===== config.mk =====
export PLATFORM = sky130hd
export DESIGN_NAME = pfc_host
export DESIGN_NICKNAME = d
export VERILOG_FILES = /design/src/verilog/pfc_pkg.sv /design/src/verilog/pfc_cyc_if.sv /design/src/verilog/pfc_cycle.sv /design/src/verilog/pfc_host.sv
export SDC_FILE = /design/constraint.sdc
export NUM_CORES = 1
export LEC_CHECK = 0
export BUFFER_PORTS_ARGS = -buffer_cell sky130_fd_sc_hd__buf_4
export CAP_MARGIN = 20
export CORE_MARGIN = 2
export CORE_UTILIZATION = 60
export CTS_BUF_LIST = sky130_fd_sc_hd__clkbuf_4
export CTS_CLUSTER_DIAMETER = 150
export DETAILED_ROUTE_END_ITERATION = 10
export MAX_ROUTING_LAYER = met4
export PLACE_DENSITY = 0.81
export SLEW_MARGIN = 20
export SYNTH_ARGS = -nofsm -noshare
export SYNTH_HDL_FRONTEND = slang
export SYNTH_SLANG_ARGS = --single-unit

===== constraint.sdc =====
create_clock -name i_clk_sys -period 6.4 [get_ports i_clk_sys]
set_input_delay 0.32 -clock i_clk_sys [delete_from_list [all_inputs] [get_ports i_clk_sys]]
set_output_delay 0.32 -clock i_clk_sys [all_outputs]
set_load 0.01 [all_outputs]

===== src/verilog/pfc_pkg.sv =====
// Constants, command codes and types of the parallel flash host controller.
package pfc_pkg;
	localparam int       CLK_NS          = 40;
	localparam int       WR_PULSE_NS     = 40;
	localparam int       RD_ACCESS_NS    = 150;
	localparam int       VPP_SETUP_NS    = 100;
	localparam int       PROG_PULSE_US   = 10;
	localparam int       ERASE_PULSE_US  = 9500;
	localparam int       RECOVERY_US     = 6;
	localparam int       SYNC_STAGES     = 2;
	localparam int       WR_PULSE_CYC    = (WR_PULSE_NS + CLK_NS - 1) / CLK_NS;
	localparam int       RD_STROBE_CYC   = (RD_ACCESS_NS + CLK_NS - 1) / CLK_NS + SYNC_STAGES;
	localparam int       VPP_SETUP_CYC   = (VPP_SETUP_NS + CLK_NS - 1) / CLK_NS;
	localparam int       PROG_PULSE_CYC  = (PROG_PULSE_US * 1000 + CLK_NS - 1) / CLK_NS;
	localparam int       ERASE_PULSE_CYC = (ERASE_PULSE_US * 1000 + CLK_NS - 1) / CLK_NS;
	localparam int       RECOVERY_CYC    = (RECOVERY_US * 1000 + CLK_NS - 1) / CLK_NS;
	localparam int       PROG_TRIES      = 25;
	localparam int       ERASE_TRIES     = 1000;
	localparam int       TIMER_W         = 18;
	localparam int       TRIES_W         = 10;
	localparam logic [7:0] CMD_READ      = 8'h00;
	localparam logic [7:0] CMD_SIG       = 8'h90;
	localparam logic [7:0] CMD_ERASE     = 8'h20;
	localparam logic [7:0] CMD_ERASE_VFY = 8'hA0;
	localparam logic [7:0] CMD_PROG      = 8'h40;
	localparam logic [7:0] CMD_PROG_VFY  = 8'hC0;
	localparam logic [7:0] CMD_RESET     = 8'hFF;
	localparam logic [7:0] ERASED_BYTE   = 8'hFF;
	localparam logic [7:0] PRECOND_BYTE  = 8'h00;
	localparam logic [15:0] ADDR_RESET   = 16'h0000;
	localparam logic [7:0] DATA_RESET    = 8'h00;

	typedef enum logic [2:0] {
		OP_READ  = 3'b000,
		OP_SIG   = 3'b001,
		OP_ID_A9 = 3'b010,
		OP_PROG  = 3'b011,
		OP_ERASE = 3'b100,
		OP_RESET = 3'b101
	} pfc_op_type;
endpackage : pfc_pkg


===== src/verilog/pfc_cyc_if.sv =====
// Request and answer group between the flow controller and the bus cycle engine.
interface pfc_cyc_if;
	logic        req;
	logic        wr;
	logic        a9;
	logic [15:0] addr;
	logic [7:0]  wdata;
	logic        done;
	logic [7:0]  rdata;

	modport ctrl (output req, output wr, output a9, output addr, output wdata,
		input done, input rdata);
	modport eng  (input req, input wr, input a9, input addr, input wdata,
		output done, output rdata);
endinterface : pfc_cyc_if


===== src/verilog/pfc_cycle.sv =====
// Bus cycle engine: one write or read cycle on the flash pins per request.
module pfc_cycle
	import pfc_pkg::*;
(
	input  wire logic  i_clk_sys,
	input  wire logic  i_rst_n,
	pfc_cyc_if.eng     cyc,
	output logic       o_ce_n,
	output logic       o_oe_n,
	output logic       o_we_n,
	output logic [15:0] o_addr,
	output logic       o_a9_high,
	input  wire logic [7:0] i_data_pins,
	output logic [7:0] o_data_pins,
	output logic       o_data_oe
);
	typedef enum logic [1:0] {
		E_IDLE   = 2'b00,
		E_SETUP  = 2'b01,
		E_STROBE = 2'b10,
		E_HOLD   = 2'b11
	} pfc_eng_type;

	pfc_eng_type state;
	logic        is_wr;
	logic [3:0]  cnt;
	logic [7:0]  dq_meta;
	logic [7:0]  dq_sync;

	// pin data is asynchronous to our clock
	always_ff @(posedge i_clk_sys or negedge i_rst_n) begin
		if (!i_rst_n) begin
			dq_meta <= DATA_RESET;
			dq_sync <= DATA_RESET;
		end else begin
			dq_meta <= i_data_pins;
			dq_sync <= dq_meta;
		end
	end

	always_ff @(posedge i_clk_sys or negedge i_rst_n) begin
		if (!i_rst_n) begin
			state       <= E_IDLE;
			is_wr       <= 1'b0;
			cnt         <= 4'h0;
			o_ce_n      <= 1'b1;
			o_oe_n      <= 1'b1;
			o_we_n      <= 1'b1;
			o_addr      <= ADDR_RESET;
			o_a9_high   <= 1'b0;
			o_data_pins <= DATA_RESET;
			o_data_oe   <= 1'b0;
			cyc.rdata   <= DATA_RESET;
		end else begin
			case (state)
				E_IDLE: begin
					if (cyc.req) begin
						state       <= E_SETUP;
						is_wr       <= cyc.wr;
						o_addr      <= cyc.addr;
						o_a9_high   <= cyc.a9;
						o_ce_n      <= 1'b0;
						o_data_pins <= cyc.wdata;
						o_data_oe   <= cyc.wr;
					end
				end
				E_SETUP: begin
					state  <= E_STROBE;
					o_we_n <= !is_wr;
					o_oe_n <= is_wr;
					cnt    <= is_wr ? 4'(WR_PULSE_CYC - 1) : 4'(RD_STROBE_CYC - 1);
				end
				E_STROBE: begin
					if (cnt == 4'h0) begin
						state  <= E_HOLD;
						o_we_n <= 1'b1;
						o_oe_n <= 1'b1;
						if (!is_wr) begin
							cyc.rdata <= dq_sync;
						end
					end else begin
						cnt <= cnt - 4'h1;
					end
				end
				E_HOLD: begin
					// address and data stay one cycle past the strobe for hold time
					state     <= E_IDLE;
					o_ce_n    <= 1'b1;
					o_data_oe <= 1'b0;
					o_a9_high <= 1'b0;
				end
				default: state <= E_IDLE;
			endcase
		end
	end

	assign cyc.done = (state == E_HOLD);
endmodule : pfc_cycle


===== src/verilog/pfc_host.sv =====
// Host controller: runs read, identity, program and erase flows on a parallel flash.
module pfc_host
	import pfc_pkg::*;
#(
	parameter int          ERASE_PULSE_CYCLES = ERASE_PULSE_CYC,
	parameter logic [15:0] LAST_ADDR          = 16'hFFFF,
	parameter int          ERASE_MAX_PULSES   = ERASE_TRIES
) (
	input  wire logic       i_clk_sys,
	input  wire logic       i_rst_n,
	input  wire logic       i_cmd_valid,
	input  wire logic [2:0] i_cmd_op,
	input  wire logic [15:0] i_cmd_addr,
	input  wire logic [7:0] i_cmd_data,
	output logic            o_cmd_ready,
	output logic            o_done,
	output logic [7:0]      o_rdata,
	output logic            o_fail,
	output logic            o_ce_n,
	output logic            o_oe_n,
	output logic            o_we_n,
	output logic [15:0]     o_addr,
	output logic            o_a9_high,
	output logic            o_programming_supply_high,
	input  wire logic [7:0] i_data_pins,
	output logic [7:0]      o_data_pins,
	output logic            o_data_oe
);
	typedef enum logic [3:0] {
		S_IDLE  = 4'b0000,
		S_VPP   = 4'b0001,
		S_WR1   = 4'b0010,
		S_WR2   = 4'b0011,
		S_PULSE = 4'b0100,
		S_VWR   = 4'b0101,
		S_RECOV = 4'b0110,
		S_RD    = 4'b0111,
		S_CHECK = 4'b1000,
		S_DONE  = 4'b1001
	} pfc_state_type;

	pfc_cyc_if cyc ();

	pfc_state_type        state;
	pfc_op_type           op;
	logic [15:0]          cmd_addr;
	logic [7:0]           cmd_data;
	logic [15:0]          cur_addr;
	logic                 precond;
	logic [TRIES_W-1:0]   tries;
	logic [TIMER_W-1:0]   timer;
	logic                 pflow;
	logic [7:0]           first_cmd;
	logic [7:0]           second_cmd;
	logic [7:0]           expect_byte;
	logic [15:0]          rd_addr;
	logic                 last_addr;

	assign pflow     = (op == OP_PROG) || precond;
	assign last_addr = (cur_addr == LAST_ADDR);

	always_comb begin
		case (op)
			OP_READ:  first_cmd = CMD_READ;
			OP_SIG:   first_cmd = CMD_SIG;
			OP_RESET: first_cmd = CMD_RESET;
			OP_PROG:  first_cmd = CMD_PROG;
			OP_ERASE: first_cmd = precond ? CMD_PROG : CMD_ERASE;
			default:  first_cmd = CMD_READ;
		endcase
	end

	always_comb begin
		case (op)
			OP_RESET: second_cmd = CMD_RESET;
			OP_PROG:  second_cmd = cmd_data;
			OP_ERASE: second_cmd = precond ? PRECOND_BYTE : CMD_ERASE;
			default:  second_cmd = CMD_RESET;
		endcase
	end

	always_comb begin
		expect_byte = pflow ? (precond ? PRECOND_BYTE : cmd_data) : ERASED_BYTE;
		case (op)
			OP_READ:            rd_addr = cmd_addr;
			OP_SIG, OP_ID_A9:   rd_addr = {15'h0000, cmd_addr[0]};
			default:            rd_addr = cur_addr;
		endcase
	end

	// cycle requests are levels; the engine only looks at them while idle
	always_comb begin
		cyc.req   = 1'b0;
		cyc.wr    = 1'b0;
		cyc.a9    = 1'b0;
		cyc.addr  = cur_addr;
		cyc.wdata = first_cmd;
		case (state)
			S_WR1: begin
				cyc.req = 1'b1;
				cyc.wr  = 1'b1;
			end
			S_WR2: begin
				cyc.req   = 1'b1;
				cyc.wr    = 1'b1;
				cyc.wdata = second_cmd;
			end
			S_VWR: begin
				cyc.req   = 1'b1;
				cyc.wr    = 1'b1;
				cyc.wdata = pflow ? CMD_PROG_VFY : CMD_ERASE_VFY;
			end
			S_RD: begin
				cyc.req  = 1'b1;
				cyc.addr = rd_addr;
				cyc.a9   = (op == OP_ID_A9);
			end
			default: cyc.req = 1'b0;
		endcase
	end

	always_ff @(posedge i_clk_sys or negedge i_rst_n) begin
		if (!i_rst_n) begin
			state    <= S_IDLE;
			op       <= OP_READ;
			cmd_addr <= ADDR_RESET;
			cmd_data <= DATA_RESET;
			cur_addr <= ADDR_RESET;
			precond  <= 1'b0;
			tries    <= '0;
			timer    <= '0;
		end else begin
			case (state)
				S_IDLE: begin
					if (i_cmd_valid) begin
						state    <= S_VPP;
						op       <= pfc_op_type'(i_cmd_op);
						cmd_addr <= i_cmd_addr;
						cmd_data <= i_cmd_data;
						cur_addr <= (i_cmd_op == OP_ERASE) ? ADDR_RESET : i_cmd_addr;
						precond  <= (i_cmd_op == OP_ERASE);
						tries    <= '0;
						timer    <= TIMER_W'(VPP_SETUP_CYC);
					end
				end
				S_VPP: begin
					if (timer == '0) begin
						state <= (op == OP_ID_A9) ? S_RD : S_WR1;
					end else begin
						timer <= timer - 1'b1;
					end
				end
				S_WR1: begin
					if (cyc.done) begin
						if (op == OP_READ || op == OP_SIG) begin
							state <= S_RECOV;
							timer <= TIMER_W'(RECOVERY_CYC);
						end else begin
							state <= S_WR2;
						end
					end
				end
				S_WR2: begin
					if (cyc.done) begin
						if (op == OP_RESET) begin
							state <= S_DONE;
						end else begin
							state <= S_PULSE;
							// give the device stop timer its full pulse before the verify write
							timer <= pflow ? TIMER_W'(PROG_PULSE_CYC)
								: TIMER_W'(ERASE_PULSE_CYCLES);
						end
					end
				end
				S_PULSE: begin
					if (timer == '0) begin
						state <= S_VWR;
					end else begin
						timer <= timer - 1'b1;
					end
				end
				S_VWR: begin
					if (cyc.done) begin
						state <= S_RECOV;
						timer <= TIMER_W'(RECOVERY_CYC);
					end
				end
				S_RECOV: begin
					if (timer == '0) begin
						state <= S_RD;
					end else begin
						timer <= timer - 1'b1;
					end
				end
				S_RD: begin
					if (cyc.done) begin
						state <= (op == OP_PROG || op == OP_ERASE) ? S_CHECK : S_DONE;
					end
				end
				S_CHECK: begin
					if (cyc.rdata == expect_byte) begin
						tries <= '0;
						if (op == OP_PROG) begin
							state <= S_DONE;
						end else if (precond && last_addr) begin
							precond  <= 1'b0;
							cur_addr <= ADDR_RESET;
							state    <= S_WR1;
						end else if (precond) begin
							cur_addr <= cur_addr + 16'h0001;
							state    <= S_WR1;
						end else if (last_addr) begin
							state <= S_DONE;
						end else begin
							cur_addr <= cur_addr + 16'h0001;
							state    <= S_VWR;
						end
					end else if (pflow && tries == TRIES_W'(PROG_TRIES - 1)) begin
						state <= S_DONE;
					end else if (!pflow && tries == TRIES_W'(ERASE_MAX_PULSES - 1)) begin
						state <= S_DONE;
					end else begin
						tries <= tries + 1'b1;
						state <= S_WR1;
					end
				end
				S_DONE: state <= S_IDLE;
				default: state <= S_IDLE;
			endcase
		end
	end

	// result registers
	always_ff @(posedge i_clk_sys or negedge i_rst_n) begin
		if (!i_rst_n) begin
			o_rdata <= DATA_RESET;
			o_fail  <= 1'b0;
		end else if (state == S_IDLE && i_cmd_valid) begin
			o_fail <= 1'b0;
		end else if (state == S_RD && cyc.done) begin
			o_rdata <= cyc.rdata;
		end else if (state == S_CHECK && cyc.rdata != expect_byte) begin
			o_fail <= (pflow && tries == TRIES_W'(PROG_TRIES - 1))
				|| (!pflow && tries == TRIES_W'(ERASE_MAX_PULSES - 1));
		end
	end

	// supply stays high across every flow except OP_ID_A9, which keeps it low; dropped when the flow ends
	always_ff @(posedge i_clk_sys or negedge i_rst_n) begin
		if (!i_rst_n) begin
			o_programming_supply_high <= 1'b0;
		end else if (state == S_IDLE && i_cmd_valid) begin
			o_programming_supply_high <= (i_cmd_op != OP_ID_A9);
		end else if (state == S_DONE) begin
			o_programming_supply_high <= 1'b0;
		end
	end

	assign o_cmd_ready = (state == S_IDLE);
	assign o_done      = (state == S_DONE);

	pfc_cycle u_cycle (
		.i_clk_sys   (i_clk_sys),
		.i_rst_n     (i_rst_n),
		.cyc         (cyc.eng),
		.o_ce_n      (o_ce_n),
		.o_oe_n      (o_oe_n),
		.o_we_n      (o_we_n),
		.o_addr      (o_addr),
		.o_a9_high   (o_a9_high),
		.i_data_pins (i_data_pins),
		.o_data_pins (o_data_pins),
		.o_data_oe   (o_data_oe)
	);
endmodule : pfc_host


==> summary.txt, run 1 <==
die footprint: 13,550 µm²
RSZ-0062 raised after global routing: false
Layout Utilization: 0.7120
Initial DRC Count: 709
htree depth: 4
Initial Util: 0.6079
slowest CP cell: and2_1
DIE WIDTH: 116.4 µm
Total GRT Usage: 0.3138
setup TNS: 0 ns
final std cells w/o fill: 1,094
setup slack at placement: 3.422 ns
leading area contributor after synthesis: dfrtp_1
startpoint types: flop
Reg-to-Reg End: cur_addr[14]
warnings from Yosys: 0
highest metal used: met4
Net Count, Synth: 870
Gate Count Post-Synth: 823
row cnt: 41
core area: 12,470 µm²
final hold viol count: 0
met3 routed WL: 1328 µm
Routability Congestion: 0.9366
Seq cells post-synth: 146
Syn-to-layout area delta: 17.12%
first-pass GRT wire length: 32,210 µm
Max transition margin: 0.3599
launch point of the worst reg-to-reg path: state[0]
nets: 956
Final Critical Period: 3.123 ns
IO Count: 79
share of cells above drive strength 1: 0.1768
Peak Freq: 320.2 MHz
critical path arrival: 3.59 ns
Synth cell types: 78
VDD IR max: 286.1 µV
top cell type's share of synthesized area: 0.4722
fin area: 8876 µm²
gr ovfl total: 0
period utilization: 0.4880
Final Skew: 0.01358 ns
Post-synth ARST share: 1.000
clock sink count: 146
main area contributors after synthesis: dfrtp_1 (47%), nand2_1 (6.2%), nor2_1 (3.8%)
final setup vio count: 0
crit end category: flop
PortBufs: 78
worst path required time: 6.87 ns
Pleak: 3.853 nW
worst hold path endpoint: op[1]
Max clock buf depth: 2
Placed Cells: 1,027
CTS tree: done
metal2 WL: 10,210 µm
WL final: 20,020 µm
largest net degree at the start of global routing: 82
Max stage delay on crit path: 0.62 ns
DR WL/cell: 18.30 µm
Max Cap Violations: 0
Post-synth EDFFs: 0
post-CTS setup buffers: 0
synthesized cell area: 7579 µm²
Most used DFF post-synth: dfrtp_1
initial antenna violation count: 0
Syn Area/Cell: 9.208 µm²
crit-path max FO: 17
Power Density: 473.1 nW/µm²
vias per inst: 6.214
final max-slew violation count: 0
Fillers: 921
total CTS buffers: 17
Worst Hold Class: input pin to flop
Final Worst Setup Slack: 3.277 ns
WHS Path Cells: 3
clock transition at the registers of the reported paths: 0.12 ns
Worst-Skew Late Latency: 0.55 ns
Total Power: 4.199 mW
Cell Chain, Critical Path: nor3_1 > and2_1 > a21oi_1 > nand2b_2 > o21a_1 > o221ai_2
actual slew at the worst max-slew pin: 0.9468 ns
vias in the first global route: 6,559
critical path class: flop to flop
CTS root buffer: clkbuf_4
# diodes: 0
Area after DPL: 8197 µm²
R2R depth: 6
die height: 116.4 µm
DRT met1 WL: 8151 µm
dpl hpwl: 13,340 µm
worst reg2reg setup slack: 3.28 ns
DR pass1 iterations: 6
status: finished clean
sequential area share after synthesis: 0.4826
Hold Slack: 0.02757 ns
# DRC: 0
ANT nets after route: 0
HP Start: i_cmd_op[1]
via count: 6,798
-- worst max-delay path, delay by kind of cell, from the launching register on --
family	cells	cell delay, ns
simple gates	3	1.48
flops	1	0.59
compound gates	3	0.96
-- registers in the layout, summed over array words and instances (netlist names), 2 cells and up --
name and count:
timer 18, cmd_addr 16, cur_addr 16, u_cycle.o_addr 16
tries 10, cmd_data 8, o_rdata 8, u_cycle.cyc.rdata 8
u_cycle.dq_meta 8, u_cycle.dq_sync 8, u_cycle.o_data_pins 8, state 4
u_cycle.cnt 4, op 3, u_cycle.state 2
-- synthesized netlist by cell type, types with 5 or more instances --
cell type	instances
nand3_1	24
mux2i_1	6
nand3b_1	5
o21ai_1	8
a31oi_1	22
nand4_1	10
nand2b_1	7
and2_1	10
o221ai_2	9
nand2_1	126
nor2_1	77
o22ai_1	5
a22o_1	6
a22oi_1	15
and3_1	6
o21ai_0	55
clkbuf_1	33
and4bb_1	8
buf_2	11
dfrtp_1	143
mux2_2	19
inv_1	27
or3_1	15
a21oi_1	51
ha_1	9
nor3_1	25
-- placed cells by master (no fill, tap or decap), types with 4 or more instances in the layout --
| cell | n |
|---|---|
| a21oi_1 | 50 |
| a22o_1 | 6 |
| a22oi_1 | 15 |
| a31oi_1 | 22 |
| a41oi_1 | 4 |
| and2_1 | 10 |
| and3_1 | 6 |
| and4bb_1 | 8 |
| buf_4 | 80 |
| bufinv_16 | 4 |
| clkbuf_4 | 17 |
| clkinvlp_4 | 5 |
| dfrtp_1 | 143 |
| dlygate4sd3_1 | 35 |
| ha_1 | 9 |
| inv_1 | 27 |
| mux2_2 | 19 |
| mux2i_1 | 6 |
| nand2_1 | 126 |
| nand2b_1 | 7 |
| nand3_1 | 24 |
| nand3b_1 | 5 |
| nand4_1 | 10 |
| nor2_1 | 77 |
| nor3_1 | 24 |
| nor4_1 | 4 |
| o21a_1 | 4 |
| o21ai_0 | 55 |
| o21ai_1 | 8 |
| o221ai_2 | 9 |
| o22ai_1 | 5 |
| or3_1 | 15 |
-- how the worst max path moves through the flow --
stage / from / end / slack (ns)
6_report: state[0] / cur_addr[14] / 3.28
2_1_floorplan: precond / cur_addr[0] / 4.12
5_1_grt: state[0] / cur_addr[14] / 3.07
3_5_place_dp: state[0] / cur_addr[2] / 3.42
4_1_cts: state[0] / cur_addr[14] / 3.38
3_3_place_gp: op[1] / cur_addr[2] / 3.61
-- cells by family (layout without fill, tap and decap cells) --
logic type                 after synthesis  count (layout)  synth area share
AOI/OAI and AO/OA                      226             226            0.2041
xor gates and xnor gates                 4               4          0.004624
adders and majority gates                9               9           0.01486
buffers and inverters                   77             176           0.04193
DFF                                    146             146            0.4826
muxes                                   25              25           0.03616
and+or+nand+nor                        336             336            0.2158
-- power by group --
part           internal (mW)  switching (mW)  total, mW
Clock                  0.305           0.337      0.643
Combinational          0.811            1.04       1.85
Sequential              1.29           0.410       1.70
Total                   2.41            1.79       4.20
-- routing by layer --
layer  global-route usage  up-vias
met1               0.3972     3330
met4              0.09683        0
met5                    -        -
met3              0.05968       31
met2               0.5159      287
li1                     -     3150
-- repair_timing --
item                                    in CTS  in global routing
resized for setup                            0                  0
hold buffers                                35                  0
endpoints found under the hold margin       97                  0
endpoints found under the setup margin       0                  0
-- cell type report --
type | instances | area, µm² | area share
multi-input cells | 600 | 3612 | 0.4070
clock inverters | 15 | 188.9 | 0.02129
flip-flops and latches | 146 | 3657 | 0.4120
clock buffers | 17 | 127.6 | 0.01438
repair buffers | 117 | 973.4 | 0.1097
well taps | 172 | 215.2 | 0.02425
inverters | 27 | 101.3 | 0.01142
Power figures use the tool's default switching activity.
==> run 2, diff against run 1 <==
==> constraint.sdc (replaced) <==
create_clock -name i_clk_sys -period 3 [get_ports i_clk_sys]
set_input_delay 0.15 -clock i_clk_sys [delete_from_list [all_inputs] [get_ports i_clk_sys]]
set_output_delay 0.15 -clock i_clk_sys [all_outputs]
set_load 0.01 [all_outputs]
==> summary.txt, run 2 (synthesis gave the netlist of run 1 again) <==
highest-count cells in the layout ignoring fill and taps: dfrtp_1 (143), nand2_1 (126), buf_4 (99), nor2_1 (77), o21ai_0 (55)
gr ovfl total: 0
final max-slew violation count: 0
DIE WIDTH: 116.4 µm
Max Cap Violations: 0
Fillers: 937
CP delay by family, top: simple AND/OR/NAND/NOR gates
row cnt: 41
CTS tree: done
number of flip-flops in the largest register: 18
commonest non-fill, non-tap cell in the layout: dfrtp_1
Pleak: 3.980 nW
Total GRT Usage: 0.3191
Placed Cells: 1,046
final setup vio count: 0
WL final: 20,030 µm
Worst Path Buf+Inv: 1
clock transition at the registers of the reported paths: 0.12 ns
largest net degree at the start of global routing: 87
nets: 977
Stages on worst setup path: 7
status: finished clean
Max stage delay on crit path: 0.72 ns
initial antenna violation count: 0
Max clock buf depth: 2
Routability Congestion: 0.9322
IO Count: 79
DR WL/cell: 17.97 µm
total CTS buffers: 17
worst path required time: 3.47 ns
clock sink count: 146
final hold viol count: 0
CTS root buffer: clkbuf_4
Power Density: 1008 nW/µm²
PortBufs: 78
startpoint types: flop
Final Skew: 0.02112 ns
final std cells w/o fill: 1,115
ANT nets after route: 0
Peak Freq: 359.8 MHz
core area: 12,470 µm²
die height: 116.4 µm
Cell Chain, Critical Path: and4bb_1 > or3_1 > nand4_1 > or4_1 > buf_4 > or2_1 > a221oi_2
period utilization: 0.9263
# DRC: 0
crit-path max FO: 17
critical path arrival: 3.25 ns
share of cells above drive strength 1: 0.1909
Initial Util: 0.6079
setup TNS: 0 ns
Worst-Skew Late Latency: 0.56 ns
vias per inst: 6.173
dpl hpwl: 13,600 µm
worst reg2reg setup slack: 0.22 ns
actual slew at the worst max-slew pin: 0.8118 ns
Most flops, register: timer
crit end category: flop
VDD IR max: 747.8 µV
die footprint: 13,550 µm²
Initial DRC Count: 727
R2R depth: 7
first-pass GRT wire length: 32,780 µm
slowest CP cell: or4_1
Max transition margin: 0.4588
Final Critical Period: 2.779 ns
htree depth: 4
# diodes: 0
DR pass1 iterations: 6
Worst Hold Class: input pin to async pin
RSZ-0062 raised after global routing: false
Syn-to-layout area delta: 19.43%
via count: 6,883
critical path class: flop to flop
vias in the first global route: 6,540
[run 2: metrics by stage]
step | power [mW] | util | worst slack, ns | hold WS, ns | area (µm²)
floorplan | 6.214 | - | 0.7246 | -0.1456 | 7579
global placement | 7.370 | 0.6700 | 0.4404 | 0.2583 | 8352
detailed placement | 7.606 | 0.6700 | 0.2823 | 0.2617 | 8352
CTS | 9.042 | 0.7255 | 0.2598 | 0.2028 | 9044
global route | 9.802 | 0.7261 | 0.07424 | 0.1915 | 9051
finish | 9.123 | 0.7261 | 0.2210 | 0.1940 | 9051
[run 2: power breakdown]
| part | internal (mW) | switching (mW) |
|---|---|---|
| Clock | 0.668 | 0.723 |
| Sequential | 2.76 | 0.845 |
| Combinational | 1.84 | 2.28 |
| Total | 5.27 | 3.85 |
[run 2: what timing repair did]
action                                  in CTS  in global routing
endpoints found under the setup margin       0                  2
buffers inserted                             0                  0
hold endpoints to repair                   139                  0
hold buffers                                37                  0
gates resized for setup                      0                  1
[run 2: worst paths after layout]
kind / from / to
min: i_rst_n / timer[8]
max: op[1] / cur_addr[10]
min in group i_clk_sys: i_data_pins[5] / u_cycle.dq_meta[5]
max in group asynchronous: i_rst_n / u_cycle.o_we_n
min reg2reg: u_cycle.dq_meta[1] / u_cycle.dq_sync[1]
max reg2reg: op[1] / cur_addr[10]
[run 2: layout make-up]
cell class | instances | area (µm²) | area share
Sequential cell | 146 | 3657 | 0.4041
Multi-Input combinational cell | 600 | 3611 | 0.3989
Timing Repair Buffer | 138 | 1145 | 0.1265
Tap cell | 172 | 215.2 | 0.02378
Clock inverter | 14 | 186.4 | 0.02060
Clock buffer | 18 | 135.1 | 0.01493
Inverter | 27 | 101.3 | 0.01120
[run 2: metal layers]
layer,global-route usage,vias up,part of all wire
met4,0.09444,0,0.021
met1,0.4102,3337,0.42
li1,-,3204,-
met3,0.06694,49,0.063
met2,0.5136,293,0.50
met5,-,-,0
==> run 3, diff against run 2 <==
==> constraint.sdc (replaced) <==
create_clock -name i_clk_sys -period 3.4 [get_ports i_clk_sys]
set_input_delay 0.17 -clock i_clk_sys [delete_from_list [all_inputs] [get_ports i_clk_sys]]
set_output_delay 0.17 -clock i_clk_sys [all_outputs]
set_load 0.01 [all_outputs]
==> summary.txt, run 3 (synthesis gave the netlist of run 1 again) <==
status: finished clean
share of cells above drive strength 1: 0.1811
Peak Freq: 314.4 MHz
final hold viol count: 0
final max-slew violation count: 0
DR pass1 iterations: 7
critical path class: flop to flop
fin area: 8957 µm²
# DRC: 0
Syn-to-layout area delta: 18.19%
Final Skew: 0.02153 ns
initial antenna violation count: 0
# diodes: 0
CTS root buffer: clkbuf_4
total CTS buffers: 17
PortBufs: 78
WL final: 19,920 µm
DRT met1 WL: 8007 µm
number of flip-flops in the largest register: 18
Hold Buf Count CTS: 37
post-CTS resize count: 0
clock transition at the registers of the reported paths: 0.13 ns
Area after DPL: 8284 µm²
nets: 968
die height: 116.4 µm
Worst-Skew Late Latency: 0.55 ns
metal2 WL: 10,050 µm
Fillers: 965
Max clock buf depth: 2
critical path arrival: 3.63 ns
crit-path max FO: 18
core area: 12,470 µm²
Total Power: 7.905 mW
actual slew at the worst max-slew pin: 0.7999 ns
Max transition margin: 0.4618
DIE WIDTH: 116.4 µm
gr ovfl total: 0
commonest non-fill, non-tap cell in the layout: dfrtp_1
dpl hpwl: 13,390 µm
IO Count: 79
startpoint types: flop
Most flops, register: timer
Initial DRC Count: 741
post-CTS setup buffers: 0
launch point of the worst reg-to-reg path: op[2]
ANT nets after route: 0
highest metal used: met4
CTS tree: done
Max Cap Violations: 0
period utilization: 0.9355
DR WL/cell: 18.03 µm
htree depth: 4
die footprint: 13,550 µm²
first-pass GRT wire length: 32,440 µm
VDD IR max: 588.8 µV
vias in the first global route: 6,684
Placed Cells: 1,037
Worst Hold Class: input pin to async pin
R2R depth: 6
via count: 6,919
Final Critical Period: 3.181 ns
Final Worst Setup Slack: 0.2192 ns
row cnt: 41
setup TNS: 0 ns
crit end category: flop
Initial Util: 0.6079
clock sink count: 146
largest net degree at the start of global routing: 84
final std cells w/o fill: 1,105
Routability Congestion: 0.9190
Layout Utilization: 0.7186
vias per inst: 6.262
highest-count cells in the layout ignoring fill and taps: dfrtp_1 (143), nand2_1 (126), buf_4 (90), nor2_1 (77), o21ai_0 (55)
worst path required time: 3.85 ns
final setup vio count: 0
Total GRT Usage: 0.3158
Pleak: 3.923 nW
Hold Slack: 0.2236 ns
Power Density: 882.5 nW/µm²
setup slack at placement: 0.3915 ns
met3 routed WL: 1400 µm
RSZ-0062 raised after global routing: false
critical path startpoint: op[2]
==> run 3: cell types whose count changed in the layout (fill, tap and decap cells not counted) <==
cell        previous run  this run
buf_4                 99        90
clkinv_4               4         1
clkinv_1               2         3
clkinv_2               3         4
clkinvlp_4             0         1
inv_6                  1         0
o21bai_2               0         1
o21bai_4               1         0
==> run 3: final timing paths <==
path                                 endpoint  slack, ns
setup / recovery                  cur_addr[7]       0.22
hold / removal                      timer[11]       0.22
setup reg to reg                  cur_addr[7]       0.22
hold reg to reg            u_cycle.dq_sync[1]       0.37
max in group asynchronous         cmd_data[1]       2.35
min in group i_clk_sys     u_cycle.dq_meta[7]       0.27
==> run 3: routing by layer <==
layer | vias to the layer above | global-route usage
li1 | 3178 | -
met5 | - | -
met2 | 316 | 0.5136
met3 | 56 | 0.06383
met1 | 3369 | 0.3953
met4 | 0 | 0.1127
==> run 3: cell type report <==
cell class / count / area [µm²] / area share
Clock buffer: 18 / 135.1 / 0.01509
Clock inverter: 13 / 167.7 / 0.01872
Inverter: 27 / 101.3 / 0.01131
Multi-Input combinational cell: 600 / 3603 / 0.4023
Sequential cell: 146 / 3657 / 0.4083
Tap cell: 172 / 215.2 / 0.02403
Timing Repair Buffer: 129 / 1077 / 0.1203
==> run 3: report_power, final <==
part	total, mW	switching (mW)	internal (mW)	leakage, nW
sequential	3.19	0.757	2.44	1.79
clock	1.19	0.613	0.576	0.164
combinational	3.52	1.96	1.56	1.97
==> run 3: critical path: stages (launching register included) <==
cell and delay, ns:
dfrtp_1 0.64, and4bb_1 0.26, o21ai_0 0.25, nand4_1 0.20, or4_1 0.91, o21a_1 0.54, o221ai_2 0.29
